$ cat config.mk
export PLATFORM = sky130hd
export DESIGN_NAME = tth_host_port
export DESIGN_NICKNAME = d
export VERILOG_FILES = /design/src/rtl/tth_pkg.sv /design/src/rtl/tth_burst_timer.sv /design/src/rtl/tth_bus_sense.sv /design/src/rtl/tth_host_port.sv
export VERILOG_INCLUDE_DIRS = /design/src /design/src/rtl
export SDC_FILE = /design/constraint.sdc
export NUM_CORES = 1
export LEC_CHECK = 0
export BUFFER_PORTS_ARGS = -buffer_cell sky130_fd_sc_hd__buf_2
export CAP_MARGIN = 5
export CORE_ASPECT_RATIO = 1.2
export CORE_MARGIN = 2
export CORE_UTILIZATION = 32
export DETAILED_ROUTE_END_ITERATION = 7
export PLACE_DENSITY_LB_ADDON = 0.1
export SLEW_MARGIN = 20
export SYNTH_ARGS = -nofsm -noshare
export SYNTH_HDL_FRONTEND = slang
export SYNTH_SLANG_ARGS = --single-unit
$ cat constraint.sdc
create_clock -name ref_clk_i -period 2.45 [get_ports ref_clk_i]
set_input_delay 0.245 -clock ref_clk_i [delete_from_list [all_inputs] [get_ports ref_clk_i]]
set_output_delay 0.245 -clock ref_clk_i [all_outputs]
set_load 0.005 [all_outputs]
$ cat src/rtl/tth_defines.svh
// Constants for the tone transceiver host port
`ifndef TTH_DEFINES_SVH
`define TTH_DEFINES_SVH
// Register select values
`define TTH_SEL_DATA 1'h0
`define TTH_SEL_CTRL 1'h1
// Primary control bits
`define TTH_CPA_TONE 0
`define TTH_CPA_CPSEL 1
`define TTH_CPA_IRQEN 2
`define TTH_CPA_SECOND 3
// Secondary control bits
`define TTH_CPB_BURSTN 0
`define TTH_CPB_TEST 1
`define TTH_CPB_SINGLE 2
`define TTH_CPB_COLUMN 3
// Status bits
`define TTH_ST_IRQ 0
`define TTH_ST_TXE 1
`define TTH_ST_RXF 2
`define TTH_ST_DSTEER 3
// Reset values
`define TTH_NIB_RST 4'h0
// Burst timing at the reference clock rate
`define TTH_CLK_HZ 50000000
`define TTH_BURST_MS 51
`define TTH_BURST_CYC ((`TTH_CLK_HZ / 1000) * `TTH_BURST_MS)
`define TTH_CNT_W 24
`endif

$ cat src/rtl/tth_pkg.sv
// Types for the tone transceiver host port
package tth_pkg;
    typedef logic [3:0] tth_nib_t;
    typedef enum logic [3:0] {
        TTH_IDLE = 4'h1,
        TTH_TONE = 4'h2,
        TTH_PAUSE = 4'h4,
        TTH_DONE = 4'h8
    } tth_burst_e;
endpackage

$ cat src/rtl/tth_burst_timer.sv
// Burst and pause timer for the transmitter
`timescale 1ns/10ps
`include "tth_defines.svh"
module tth_burst_timer (
    input wire logic ref_clk_i,
    input wire logic nrst_i,
    input wire logic start_i,
    input wire logic enable_i,
    input wire logic double_i,
    output logic tone_on_o,
    output logic done_o
);
    tth_pkg::tth_burst_e st_r;
    tth_pkg::tth_burst_e st_nxt;
    logic [`TTH_CNT_W-1:0] cnt_r;
    logic [`TTH_CNT_W-1:0] cnt_nxt;
    wire [`TTH_CNT_W-1:0] base = `TTH_CNT_W'(`TTH_BURST_CYC - 1);
    wire [`TTH_CNT_W-1:0] len = double_i ? `TTH_CNT_W'({base, 1'h1})
                                         : base;
    wire zero = (cnt_r == '0);

    // Tone, equal pause, then ready
    always_comb begin
        st_nxt = st_r;
        cnt_nxt = zero ? cnt_r : cnt_r - 1'h1;
        case (st_r)
            tth_pkg::TTH_IDLE, tth_pkg::TTH_DONE: begin
                if (start_i) begin
                    st_nxt = tth_pkg::TTH_TONE;
                    cnt_nxt = len;
                end
            end
            tth_pkg::TTH_TONE: begin
                if (zero) begin
                    st_nxt = tth_pkg::TTH_PAUSE;
                    cnt_nxt = len;
                end
            end
            tth_pkg::TTH_PAUSE: begin
                if (zero) begin
                    st_nxt = tth_pkg::TTH_DONE;
                end
            end
            default: st_nxt = tth_pkg::TTH_IDLE;
        endcase
        if (!enable_i) begin
            st_nxt = tth_pkg::TTH_IDLE;
        end
    end

    always_ff @(posedge ref_clk_i or negedge nrst_i) begin
        if (!nrst_i) begin
            st_r <= tth_pkg::TTH_IDLE;
            cnt_r <= '0;
        end else begin
            st_r <= st_nxt;
            cnt_r <= cnt_nxt;
        end
    end

    assign tone_on_o = (st_r == tth_pkg::TTH_TONE);
    assign done_o = (st_r == tth_pkg::TTH_PAUSE) && zero;
endmodule

$ cat src/rtl/tth_bus_sense.sv
// Bus style detection and internal select generation
`timescale 1ns/10ps
`include "tth_defines.svh"
module tth_bus_sense (
    input wire logic ref_clk_i,
    input wire logic nrst_i,
    input wire logic cs_n_i,
    input wire logic bus_strobe_input_i,
    input wire logic rw_wr_n_i,
    input wire logic register_select_line_i,
    input wire logic [3:0] data_i,
    output logic sep_strobe_o,
    output logic wr_pulse_o,
    output logic rd_pulse_o,
    output logic rd_active_o,
    output logic sel_o,
    output logic [3:0] wdata_o
);
    logic cs_d_r;
    logic sep_r;
    logic act_r;
    logic sel_r;
    logic [3:0] wd_r;
    logic wr_r;
    logic rd_r;
    wire cs_fall = cs_d_r & ~cs_n_i;
    wire cs_rise = ~cs_d_r & cs_n_i;
    // Separate-strobe when read strobe high at the edge
    wire sep_nxt = cs_fall ? bus_strobe_input_i : sep_r;
    // Access direction per style: read is strobe low or rw high
    // Style of this access, so a style change at the fall is not misread
    wire is_rd = sep_nxt ? ~bus_strobe_input_i
                         : (rw_wr_n_i & bus_strobe_input_i);
    wire is_wr = sep_nxt ? ~rw_wr_n_i : (~rw_wr_n_i & bus_strobe_input_i);

    // Latch style, select and data at the access points
    always_ff @(posedge ref_clk_i or negedge nrst_i) begin
        if (!nrst_i) begin
            cs_d_r <= 1'h1;
            sep_r <= 1'h0;
            act_r <= 1'h0;
            sel_r <= 1'h0;
            wd_r <= `TTH_NIB_RST;
            wr_r <= 1'h0;
            rd_r <= 1'h0;
        end else begin
            cs_d_r <= cs_n_i;
            sep_r <= sep_nxt;
            if (cs_fall) begin
                sel_r <= register_select_line_i;
            end
            if (!cs_n_i && is_wr) begin
                wd_r <= data_i;
                wr_r <= 1'h1;
            end else if (cs_rise) begin
                wr_r <= 1'h0;
            end
            if (!cs_n_i && is_rd) begin
                rd_r <= 1'h1;
            end else if (cs_rise) begin
                rd_r <= 1'h0;
            end
            act_r <= ~cs_n_i;
        end
    end

    // One internal select for both styles; act at access end
    assign sep_strobe_o = sep_r;
    assign wr_pulse_o = cs_rise & wr_r;
    assign rd_pulse_o = cs_rise & rd_r;
    assign rd_active_o = act_r & rd_r;
    assign sel_o = sel_r;
    assign wdata_o = wd_r;
endmodule

$ cat src/rtl/tth_host_port.sv
// Adaptive host port and control registers of the tone transceiver
`timescale 1ns/10ps
`include "tth_defines.svh"
module tth_host_port (
    input wire logic ref_clk_i,
    input wire logic nrst_i,
    input wire logic power_down_i,
    input wire logic crystal_input_i,
    input wire logic cs_n_i,
    input wire logic bus_strobe_input_i,
    input wire logic rw_wr_n_i,
    input wire logic register_select_line_i,
    input wire logic [3:0] data_i,
    output logic [3:0] data_o,
    output logic [3:0] data_oe_o,
    input wire logic rx_valid_i,
    input wire logic [3:0] rx_code_i,
    input wire logic rx_present_i,
    input wire logic cp_square_i,
    output logic [3:0] tone_code_o,
    output logic tone_on_o,
    output logic tx_power_down_o,
    output logic single_tone_o,
    output logic column_tone_o,
    output logic call_progress_select_o,
    output logic rx_detect_inhibit_o,
    output logic test_mode_o,
    output logic crystal_clk_o,
    output logic interrupt_tone_out_pin_o,
    output logic interrupt_tone_out_pin_oe_o
);
    // ------------------------------------------------------------
    // Bus front end
    // ------------------------------------------------------------
    logic wr_p;
    logic rd_p;
    logic rd_act;
    logic sel;
    logic [3:0] wd;

    tth_bus_sense u_sense (
        .ref_clk_i(ref_clk_i),
        .nrst_i(nrst_i),
        .cs_n_i(cs_n_i),
        .bus_strobe_input_i(bus_strobe_input_i),
        .rw_wr_n_i(rw_wr_n_i),
        .register_select_line_i(register_select_line_i),
        .data_i(data_i),
        .sep_strobe_o(),
        .wr_pulse_o(wr_p),
        .rd_pulse_o(rd_p),
        .rd_active_o(rd_act),
        .sel_o(sel),
        .wdata_o(wd)
    );

    // ------------------------------------------------------------
    // Registers
    // ------------------------------------------------------------
    tth_pkg::tth_nib_t tx_r;
    tth_pkg::tth_nib_t rx_r;
    tth_pkg::tth_nib_t cpa_r;
    tth_pkg::tth_nib_t cpb_r;
    logic ptr_b_r;
    logic txe_r;
    logic rxf_r;
    logic dsteer_r;
    logic rxv_d_r;
    logic rxp_d_r;

    // Register decode
    wire wr_tx = wr_p & (sel == `TTH_SEL_DATA);
    wire wr_ctl = wr_p & (sel == `TTH_SEL_CTRL);
    wire rd_st = rd_p & (sel == `TTH_SEL_CTRL);
    wire wr_a = wr_ctl & ~ptr_b_r;
    wire wr_b = wr_ctl & ptr_b_r;

    // Control fields
    wire tone_en = cpa_r[`TTH_CPA_TONE];
    wire cp_mode = cpa_r[`TTH_CPA_CPSEL];
    wire irq_en = cpa_r[`TTH_CPA_IRQEN];
    wire burst = ~cpb_r[`TTH_CPB_BURSTN];

    // Receive events
    wire rx_new = rx_valid_i & ~rxv_d_r & ~cp_mode;
    wire rx_gone = ~rx_present_i & rxp_d_r;
    wire rx_came = rx_present_i & ~rxp_d_r;

    // ------------------------------------------------------------
    // Burst timer
    // ------------------------------------------------------------
    logic burst_tone;
    logic burst_done;

    tth_burst_timer u_timer (
        .ref_clk_i(ref_clk_i),
        .nrst_i(nrst_i),
        .start_i(wr_tx & burst),
        .enable_i(tone_en & burst & ~power_down_i),
        .double_i(cp_mode),
        .tone_on_o(burst_tone),
        .done_o(burst_done)
    );

    // Data and control register writes; pointer back to primary
    always_ff @(posedge ref_clk_i or negedge nrst_i) begin
        if (!nrst_i) begin
            tx_r <= `TTH_NIB_RST;
            cpa_r <= `TTH_NIB_RST;
            cpb_r <= `TTH_NIB_RST;
            ptr_b_r <= 1'h0;
        end else if (power_down_i) begin
            ptr_b_r <= 1'h0;
        end else begin
            if (wr_tx) begin
                tx_r <= wd;
            end
            if (wr_a) begin
                cpa_r <= wd;
                ptr_b_r <= wd[`TTH_CPA_SECOND];
            end
            if (wr_b) begin
                cpb_r <= wd;
                ptr_b_r <= 1'h0;
            end
        end
    end

    // Status flags: hardware set wins over read clear
    always_ff @(posedge ref_clk_i or negedge nrst_i) begin
        if (!nrst_i) begin
            rx_r <= `TTH_NIB_RST;
            txe_r <= 1'h0;
            rxf_r <= 1'h0;
            dsteer_r <= 1'h1;
            rxv_d_r <= 1'h0;
            rxp_d_r <= 1'h0;
        end else begin
            rxv_d_r <= rx_valid_i;
            rxp_d_r <= rx_present_i;
            if (rx_new) begin
                rx_r <= rx_code_i;
            end
            if (burst_done & burst) begin
                txe_r <= 1'h1;
            end else if (rd_st | ~burst) begin
                txe_r <= 1'h0;
            end
            if (rx_new) begin
                rxf_r <= 1'h1;
            end else if (rd_st) begin
                rxf_r <= 1'h0;
            end
            if (rx_gone) begin
                dsteer_r <= 1'h1;
            end else if (rx_came) begin
                dsteer_r <= 1'h0;
            end
        end
    end

    // ------------------------------------------------------------
    // Read data, live status, no strobe toggling needed
    // ------------------------------------------------------------
    wire st_irq = txe_r | rxf_r;
    wire [3:0] status = {dsteer_r, rxf_r, txe_r, st_irq};
    wire [3:0] rd_mux = (sel == `TTH_SEL_CTRL) ? status : rx_r;

    // Read data register, follows state while read is open
    always_ff @(posedge ref_clk_i or negedge nrst_i) begin
        if (!nrst_i) begin
            data_o <= `TTH_NIB_RST;
        end else begin
            data_o <= rd_mux;
        end
    end
    assign data_oe_o = {4{rd_act}};

    // ------------------------------------------------------------
    // Transmitter controls
    // ------------------------------------------------------------
    wire tx_run = tone_en & ~power_down_i;
    assign tone_code_o = tx_r;
    assign tone_on_o = tx_run & (burst ? burst_tone : 1'h1);
    assign tx_power_down_o = ~tx_run;
    assign single_tone_o = cpb_r[`TTH_CPB_SINGLE];
    assign column_tone_o = cpb_r[`TTH_CPB_COLUMN];
    assign test_mode_o = cpb_r[`TTH_CPB_TEST];
    assign call_progress_select_o = cp_mode;
    assign rx_detect_inhibit_o = cp_mode;
    assign crystal_clk_o = crystal_input_i;

    // ------------------------------------------------------------
    // Shared open-drain interrupt or call-progress pin
    // ------------------------------------------------------------
    wire irq_pull = irq_en & ~cp_mode & st_irq;
    wire cp_pull = irq_en & cp_mode & ~cp_square_i;
    assign interrupt_tone_out_pin_o = 1'h0;
    assign interrupt_tone_out_pin_oe_o = irq_pull | cp_pull;
endmodule

==> results of run 1 <==
## sequential cells by signal (all words and copies together) (netlist names), 3 cells and up
name,count
cpb_r,4
u_sense.wdata_o,4
data_o,4
tone_code_o,4
u_timer.st_r,4
rx_r,4
u_timer.cnt_r,24
cpa_r,3
## power by group
part / internal (mW) / total [mW] / switching, mW
clock network: 0.835 / 1.28 / 0.446
registers: 1.32 / 1.60 / 0.273
logic: 0.419 / 0.784 / 0.365
## layout make-up
cell class / instances / share of cell area
timing repair buffer: 56 / 0.0866
clock inverter: 3 / 0.0112
tap: 123 / 0.0404
multi-input combinational: 205 / 0.371
sequential: 63 / 0.414
inverter: 9 / 0.00886
clock buffer: 12 / 0.0673
## critical path: cells and delay by family (launching register included)
kind / cells / cell delay (ns)
compound gates: 2 / 0.55
simple gates: 3 / 1.12
flops: 1 / 0.43
## cell usage after synthesis (all sizes together), types with 6 or more instances
cell type	number
dfrtp	60
nand2	26
mux2	24
nor2	21
a21oi	16
o21ai	13
nor3	10
xor2	10
inv	9
buf	8
nor4	7
or3	7
clkbuf	6
nand2b	6
## metal layers
layer / vias to the layer above / GRT usage / share of wire
met3: 16 / 0.0325 / 0.033
li1: 1149 / - / -
met5: - / 0 / 0
met2: 42 / 0.243 / 0.48
met4: 0 / 0.0821 / 0.034
met1: 1106 / 0.192 / 0.45
## worst max-delay path by stage
stage | start | endpoint | slack, ns | cells past startpoint
floorplan | u_timer.cnt_r[16] | u_timer.cnt_r[23] | 0.38 | 5
global placement | u_timer.cnt_r[3] | u_timer.cnt_r[21] | 0.27 | 5
detailed placement | u_timer.cnt_r[3] | u_timer.cnt_r[21] | 0.27 | 5
CTS | u_timer.cnt_r[16] | u_timer.cnt_r[23] | 0.25 | 5
global route | u_timer.cnt_r[0] | u_timer.cnt_r[4] | 0.14 | 8
finish | u_timer.cnt_r[3] | u_timer.cnt_r[21] | 0.24 | 5
## logic make-up after synthesis
kind of cell             Yosys count  share of synthesized area
multiplexers                      26                     0.0933
AO/OA/AOI/OAI                     56                      0.120
buffers and inverters             23                     0.0366
AND/OR/NAND/NOR                  104                      0.185
flip-flops                        63                      0.508
adder cells (fa/ha/maj)            4                     0.0161
XOR/XNOR                          14                     0.0394
other                              1                    0.00121
==> reports/metrics.yaml, run 1 <==
grt_util_all_layers: 0.152
place_ws_ns: 0.271
cts_setup_buffers: 0
syn_area_per_cell_um2: 10.7
fin_crit_sh: 0.903
antennaDiodeCount: 0
max_cap_violations: 0
synth_area_leaders: "dfrtp_1 48%, mux2_2 8.7%, nand2_1 3.1%"
arrival_ns: 2.43
wl_per_cell_um: 15.5
top_level_ports: 41
ys_ff_latch: 63
hp-class: "in -> reg"
critPathMaxFanout: 6
ir_drop_v: 0.000485
viasPerCell: 4.91
r2r-start: "u_timer.cnt_r[3]"
cp_cell_sequence: "or4_1 > nor3_2 > nand2_1 > o31a_2 > o21a_1"
overflow: 0
multiInputGateArea_um2: 1420
period_minus_slack_ns: 2.21
drt-pass1-iter-count: 4
leakage_nw: 1.62
clk_pin_slew_worst_paths_ns: 0.05
layout.cells.non_filler: 471
cts_buffer_depth: 2
stdcell_area_um2: 3810
rows: 39
clock_latency_ns: 0.33
synth_ff_type: "dfrtp_1"
vias: 2313
worst_path_largest_cell_delay_ns: 0.62
synthCells: 291
setup_tns_ns: 0
cts.sinks: 63
layout_commonest_cell: "dfrtp_1"
cp-start-kind: "register"
drt-total-wl_um: 7320
synth-async-reset-ratio: 1.00
p_per_area_nw_per_um2: 960
fin_nets: 367
yosysTopAreaCell: "dfrtp_1"
dieWidth_um: 94
drc_errors: 0
antenna_found_initial: 0
ff_latch_area_um2: 1580
post_cts_resized: 0
yosysWarnings: 0
r2r_setup_slack_ns: 0.24
drive_gt1_frac: 0.302
worst_r2r_path_depth: 5
layout_setup_ws_ns: 0.237
port-buffer-count: 37
setup_viol: 0
synthDistinctLibCells: 53
grt_pass1_vias: 2408
synth_nets: 314
start_util: 0.327
root_buffer: "clkbuf_16"
first_iter_violations: 59
grt_start_max_net_pins: 30
r2r_end: "u_timer.cnt_r[21]"
slowest_stage: "or4_1"
die_y_um: 112
dp.cells: 455
place_area_um2: 3500
area_growth_pct: 22.6
outcome: "complete, no violations"
rsz0062_at_grt: "no"
core_area_um2: 9520
netlist_area_um2: 3110
holdCritStartpoint: "rx_present_i"
synth_edf_count: 0
finalHoldViolCount: 0
grt_pass1_wl_um: 12300
required_ns: 2.67
maxSlewViolCount: 0
fp.dieArea_um2: 10500
hpwl_um: 5370
cts-buffers-inserted: 9
yosysTopAreaCellShare: 0.483
whs_endpoint: "rxp_d_r"
cts_hold_buf: 1
relSlewSlack: 0.534
whs_path_depth: 1
synth_seq_area_share: 0.508
cts_tree: "yes"
end_kind: "register"
fin_util: 0.401
hold_ws_ns: 0.0346
final_cell_mix: "60 x dfrtp_1, 37 x buf_2, 26 x nand2_1, 24 x mux2_2, 21 x nor2_1"
skew_ns: 0.00571
final.fill_count: 964
crit_type: "reg -> reg"
place.gp.congestion: 0.798
htreeDepth: 3
ant_nets: 0
worstMarginPinSlew_ns: 0.700
max_freq_mhz: 452
finalPower_mw: 3.66
(Power assumes the default switching activity.)
==> inputs of run 2 (changes only) <==
CORE_ASPECT_RATIO = unset   (was 1.2)
CORE_UTILIZATION = 43   (was 32)
==> run 2 against run 1 <==
- die area down 25%
- largest cell class unchanged
- total power down 4.9%
- critical endpoint is now u_timer.cnt_r[4]
- clock-buffer cell count down 2
- non-clock buffer count unchanged
- worst setup slack worse by 0.032 ns
- critical path depth up 3
- sequential share of layout area up 0.69 points
- maximum frequency down 1.4%
- routed wire length down 8.7%
==> reports/metrics.yaml, run 2 (synthesis results as in run 1) <==
outcome: "complete, no violations"  # unchanged
port-buffer-count: 37  # unchanged
place.gp.congestion: 0.815  # was 0.798
hpwl_um: 4710  # was 5370 um
dp.cells: 431  # was 455
antennaDiodeCount: 0  # unchanged
cts_tree: "yes"  # unchanged
core_area_um2: 7140  # was 9520 um^2
maxSlewViolCount: 0  # unchanged
finalPower_mw: 3.48  # was 3.66 mW
antenna_found_initial: 0  # unchanged
top_level_ports: 41  # unchanged
largest_reg_flops: 24  # unchanged
fin_crit_sh: 0.916  # was 0.903
largest_register: "u_timer.cnt_r"  # unchanged
critPathMaxFanout: 5  # was 6
place_area_um2: 3490  # was 3500 um^2
ant_nets: 0  # unchanged
setup_tns_ns: 0  # unchanged
cts-buffers-inserted: 9  # unchanged
start_util: 0.436  # was 0.327
arrival_ns: 2.45  # was 2.43 ns
grt_pass1_wl_um: 10900  # was 12300 um
stdcell_area_um2: 3750  # was 3810 um^2
grt_pass1_vias: 2208  # was 2408
clk_pin_slew_worst_paths_ns: 0.08  # was 0.05 ns
drt-total-wl_um: 6680  # was 7320 um
netSwitchingPower_mw: 1.04  # was 1.08 mW
critical_path_buf_inv_count: 2  # was 0
ir_drop_v: 0.000489  # was 0.000485 V
fin_nets: 367  # unchanged
rsz0062_at_grt: "no"  # unchanged
relSlewSlack: 0.653  # was 0.534
skew_ns: 0.0115  # was 0.00571 ns
viasPerCell: 5.24  # was 4.91
leakage_nw: 1.61  # was 1.62 nW
fin_util: 0.526  # was 0.401
max_freq_mhz: 445  # was 452 MHz
cts_setup_buffers: 0  # unchanged
hold_ws_ns: 0.0181  # was 0.0346 ns
area_growth_pct: 20.6  # was 22.6%
period_minus_slack_ns: 2.25  # was 2.21 ns
crit_type: "reg -> reg"  # unchanged
layout_commonest_cell: "dfrtp_1"  # unchanged
overflow: 0  # unchanged
place_ws_ns: 0.223  # was 0.271 ns
layout_setup_ws_ns: 0.205  # was 0.237 ns
fp.dieArea_um2: 7930  # was 10500 um^2
grt_use_met1: 0.242  # was 0.192
cp-start-kind: "register"  # unchanged
final_cell_mix: "60 x dfrtp_1, 37 x buf_2, 26 x nand2_1, 24 x mux2_2, 21 x nor2_1"  # unchanged
pwr-share-seq: 0.457  # was 0.436
worst_path_largest_cell_delay_ns: 0.56  # was 0.62 ns
htreeDepth: 3  # unchanged
crit_family: "simple AND/OR/NAND/NOR gates"  # unchanged
p_int_mw: 2.44  # was 2.58 mW
slowest_stage: "o41a_1"  # was or4_1
cts.sinks: 63  # unchanged
vias: 2349  # was 2313
grt_util_all_layers: 0.186  # was 0.152
clock_power_share: 0.329  # was 0.350
rows: 31  # was 39
combPwrFrac: 0.214  # about the same
max_cap_violations: 0  # unchanged
root_buffer: "clkbuf_8"  # was clkbuf_16
post_cts_resized: 0  # unchanged
die_y_um: 89.1  # was 112 um
setup_viol: 0  # unchanged
cp_cell_sequence: "inv_1 > ha_1 > nor4b_1 > nand2_1 > o41a_1 > nor2_1 > buf_4 > a21oi_1"  # was or4_1 > nor3_2 > nand2_1 > o31a_2 > o21a_1
grt_use_met3: 0.0471  # was 0.0325
layout.cells.non_filler: 448  # was 471
required_ns: 2.65  # was 2.67 ns
first_iter_violations: 75  # was 59
dieWidth_um: 89.1  # was 94 um
worstMarginPinSlew_ns: 0.513  # was 0.700 ns
gr-max-usage-layer: "met2"  # unchanged
switching_share: 0.299  # was 0.296
finalHoldViolCount: 0  # unchanged
p_per_area_nw_per_um2: 928  # was 960 nW/um^2
grt_start_max_net_pins: 64  # was 30
drc_errors: 0  # unchanged
use_met2: 0.297  # was 0.243
clock_latency_ns: 0.35  # was 0.33 ns
hp-class: "in -> reg"  # unchanged
drive_gt1_frac: 0.307  # was 0.302
wl_per_cell_um: 14.9  # was 15.5 um
end_kind: "register"  # unchanged
cts_buffer_depth: 2  # unchanged
drt-pass1-iter-count: 4  # unchanged
run 2: cell types whose count changed in the layout (fill, tap and decap cells not counted), sizes merged:
cell / before / now
clkinvlp: 1 / 0
clkbuf: 12 / 10
inv: 9 / 10
bufinv: 1 / 3
clkinv: 1 / 2
run 2: layout make-up:
cell class | instances | area (um^2)
fill | 690 | 3390
tap | 99 | 124
sequential | 63 | 1580
inverter | 9 | 33.8
clock buffer | 10 | 138
clock inverter | 6 | 116
timing repair buffer | 56 | 343
multi-input combinational | 205 | 1420
run 2: power groups by stage:
| stage | Combinational, mW | Clock, mW | Sequential [mW] |
|---|---|---|---|
| global route | 0.844 | 1.22 | 1.65 |
| finish | 0.745 | 1.15 | 1.59 |
| global placement | 0.743 | 0 | 1.61 |
| CTS | 0.758 | 1.18 | 1.60 |
| floorplan | 0.528 | 0 | 1.55 |
| detailed placement | 0.750 | 0 | 1.62 |
run 2: worst paths after layout:
kind	from	end	slack, ns	depth (start not counted)
setup / recovery	u_timer.cnt_r[0]	u_timer.cnt_r[4]	0.20	8
min in group asynchronous	nrst_i	u_timer.st_r[1]	0.44	3
setup reg to reg	u_timer.cnt_r[0]	u_timer.cnt_r[4]	0.20	8
hold / removal	rx_present_i	rxp_d_r	0.02	1
max in group asynchronous	nrst_i	u_sense.cs_d_r	1.69	3
hold reg to reg	cpb_r[3]	cpb_r[3]	0.50	2
run 2: metal layers:
metal  up-vias  routed length, um  part of all wire
met1      1129               3040              0.45
li1       1155                  -                 -
met2        55               3230              0.48
met4         0                114             0.017
met3        10                302             0.045
met5         -                  0                 0
run 2: what timing repair did:
| item | in CTS | in global routing |
|---|---|---|
| hold buffers | 1 | 0 |
| endpoints found under the hold margin | 60 | 0 |
| setup endpoints to repair | 0 | 0 |
==> inputs of run 3 (changes only) <==
RECOVER_POWER = 50   (was unset)
==> run 3 against run 2 <==
- critical endpoint unchanged
- core utilization shrank 0.30 points
- global-route usage did not move
- the flow now finishes with violations (capacitance limit, slew limit)
- die area unchanged
- register-to-register slack barely moved
- largest power group unchanged
- maximum frequency hardly changed
- largest cell class unchanged
- routed wire length up 0.12%
- non-clock buffer count stayed put
- critical path depth is the same
- clock skew barely moved
- critical path type unchanged
==> reports/metrics.yaml, run 3 (synthesis results as in run 1) <==
cts_buffer_depth: 2  # unchanged
worst_path_largest_cell_delay_ns: 0.56  # about the same
r2r-start: "u_timer.cnt_r[0]"  # unchanged
slowest_stage: "o41a_1"  # unchanged
outcome: "complete, but fails checks"  # was complete, no violations
period_minus_slack_ns: 2.25  # about the same
port-buffer-count: 37  # unchanged
largest_register: "u_timer.cnt_r"  # unchanged
cp_cell_sequence: "inv_1 > ha_1 > nor4b_1 > nand2_1 > o41a_1 > nor2_1 > buf_4 > a21oi_1"  # unchanged
arrival_ns: 2.45  # about the same
setup_tns_ns: 0  # unchanged
cts.sinks: 63  # unchanged
cts-buffers-inserted: 9  # unchanged
cts_setup_buffers: 0  # unchanged
antenna_found_initial: 0  # unchanged
layout_commonest_cell: "dfrtp_1"  # unchanged
vias: 2348  # was 2349
critPathMaxFanout: 5  # unchanged
clock_power_share: 0.329  # about the same
clock_latency_ns: 0.35  # about the same
drc_errors: 0  # unchanged
skew_ns: 0.0115  # about the same
fin_nets: 367  # unchanged
layout_setup_ws_ns: 0.205  # about the same
p_int_mw: 2.44  # about the same
hp-class: "in -> reg"  # unchanged
max_freq_mhz: 445  # about the same
overflow: 0  # unchanged
violations: "capacitance limit, slew limit"
worstMarginPinSlew_ns: 1.55  # was 0.513 ns
drt-total-wl_um: 6690  # was 6680 um
pwr-share-seq: 0.458  # was 0.457
viasPerCell: 5.24  # about the same
dp.cells: 431  # unchanged
root_buffer: "clkbuf_8"  # unchanged
required_ns: 2.65  # about the same
fin_util: 0.523  # was 0.526
combPwrFrac: 0.212  # was 0.214
finalHoldViolCount: 0  # unchanged
clk_pin_slew_worst_paths_ns: 0.07  # was 0.08 ns
final_cell_mix: "60 x dfrtp_1, 35 x buf_2, 26 x nand2_1, 24 x mux2_2, 21 x nor2_1"  # was 60 x dfrtp_1, 37 x buf_2, 26 x nand2_1, 24 x mux2_2, 21 x nor2_1
top_level_ports: 41  # unchanged
relSlewSlack: -0.0315  # was 0.653
grt_pass1_vias: 2208  # unchanged
cp-start-kind: "register"  # unchanged
die_y_um: 89.1  # unchanged
area_growth_pct: 19.9  # was 20.6%
first_iter_violations: 76  # was 75
wl_per_cell_um: 14.9  # about the same
place_ws_ns: 0.223  # unchanged
switching_share: 0.299  # about the same
ant_nets: 0  # unchanged
layout.cells.non_filler: 448  # unchanged
rows: 31  # unchanged
netSwitchingPower_mw: 1.04  # about the same
setup_viol: 0  # unchanged
end_kind: "register"  # unchanged
grt_start_max_net_pins: 64  # unchanged
antennaDiodeCount: 0  # unchanged
cts_tree: "yes"  # unchanged
hpwl_um: 4710  # unchanged
post_cts_resized: 0  # unchanged
cp-startpoint: "u_timer.cnt_r[0]"  # unchanged
place.gp.congestion: 0.815  # unchanged
max_cap_violations: 1  # was 0
dieWidth_um: 89.1  # unchanged
maxSlewViolCount: 64  # was 0
fp.dieArea_um2: 7930  # unchanged
crit_type: "reg -> reg"  # unchanged
drive_gt1_frac: 0.295  # was 0.307
core_area_um2: 7140  # unchanged
start_util: 0.436  # unchanged
fin_crit_sh: 0.916  # about the same
grt_pass1_wl_um: 10900  # unchanged
largest_reg_flops: 24  # unchanged
leakage_nw: 1.59  # was 1.61 nW
ir_drop_v: 0.000489  # about the same
htreeDepth: 3  # unchanged
rsz0062_at_grt: "no"  # unchanged
p_per_area_nw_per_um2: 932  # was 928 nW/um^2
grt_util_all_layers: 0.186  # unchanged
drt-pass1-iter-count: 4  # unchanged
holdCritStartpoint: "rx_valid_i"  # was rx_present_i
[run 3: cell types whose count changed in the layout (fill, tap and decap cells not counted)]
| cell | change |
|---|---|
| buf_2 | -2 |
| clkbuf_2 | +1 |
| clkbuf_1 | +3 |
| dfstp_2 | -1 |
| dfstp_1 | +1 |
| buf_12 | -1 |
| buf_4 | -1 |
[run 3: worst max-delay path: cells and delay by family (launching register included)]
kind | cells | cell delay, ns
and+or+nand+nor | 3 | 0.71
AOI/OAI and AO/OA | 2 | 0.61
DFF | 1 | 0.39
adders and majority gates | 1 | 0.16
buffers and inverters | 2 | 0.24
[run 3: cell type report]
cell class              instances  area (um^2)
fillers                       693         3410
flip-flops and latches         63         1580
multi-input cells             205         1420
repair buffers                 56          322
clock buffers                  10          138
well taps                      99          124
clock inverters                 6          116
inverters                       9         33.8
[run 3: power by group through the flow]
stage	clock network, mW	registers (mW)	logic (mW)
2_1_floorplan	0	1.55	0.528
3_3_place_gp	0	1.61	0.743
3_5_place_dp	0	1.62	0.750
4_1_cts	1.18	1.60	0.758
5_1_grt	1.22	1.65	0.838
6_report	1.15	1.59	0.739
[run 3: layer usage]
metal / global-route usage / share of wire / vias up
met5: 0 / 0 / -
met2: 0.297 / 0.48 / 55
li1: - / - / 1153
met3: 0.0471 / 0.045 / 10
met4: 0.0773 / 0.017 / 0
met1: 0.242 / 0.45 / 1130
[run 3: through the flow]
stage	hold slack, ns	area (um^2)	total power [mW]
5_1_grt	0.00458	3730	3.70
6_report	0.0193	3730	3.48
3_3_place_gp	0.285	3490	2.36
4_1_cts	0.000128	3750	3.53
3_5_place_dp	0.286	3490	2.37
2_1_floorplan	-0.0506	3110	2.07
[run 3: worst paths after layout]
kind	to	slack, ns	depth (start not counted)
min in group asynchronous	u_timer.st_r[1]	0.91	3
max	u_timer.cnt_r[4]	0.20	8
min	rxv_d_r	0.02	1
min reg2reg	cpb_r[3]	0.50	2
max reg2reg	u_timer.cnt_r[4]	0.20	8
max in group asynchronous	u_sense.rd_r	0.63	3
[run 3: what timing repair did]
item | in CTS | in global routing
hold buffers | 1 | 0
setup endpoints to repair | 0 | 0
endpoints found under the hold margin | 60 | 0
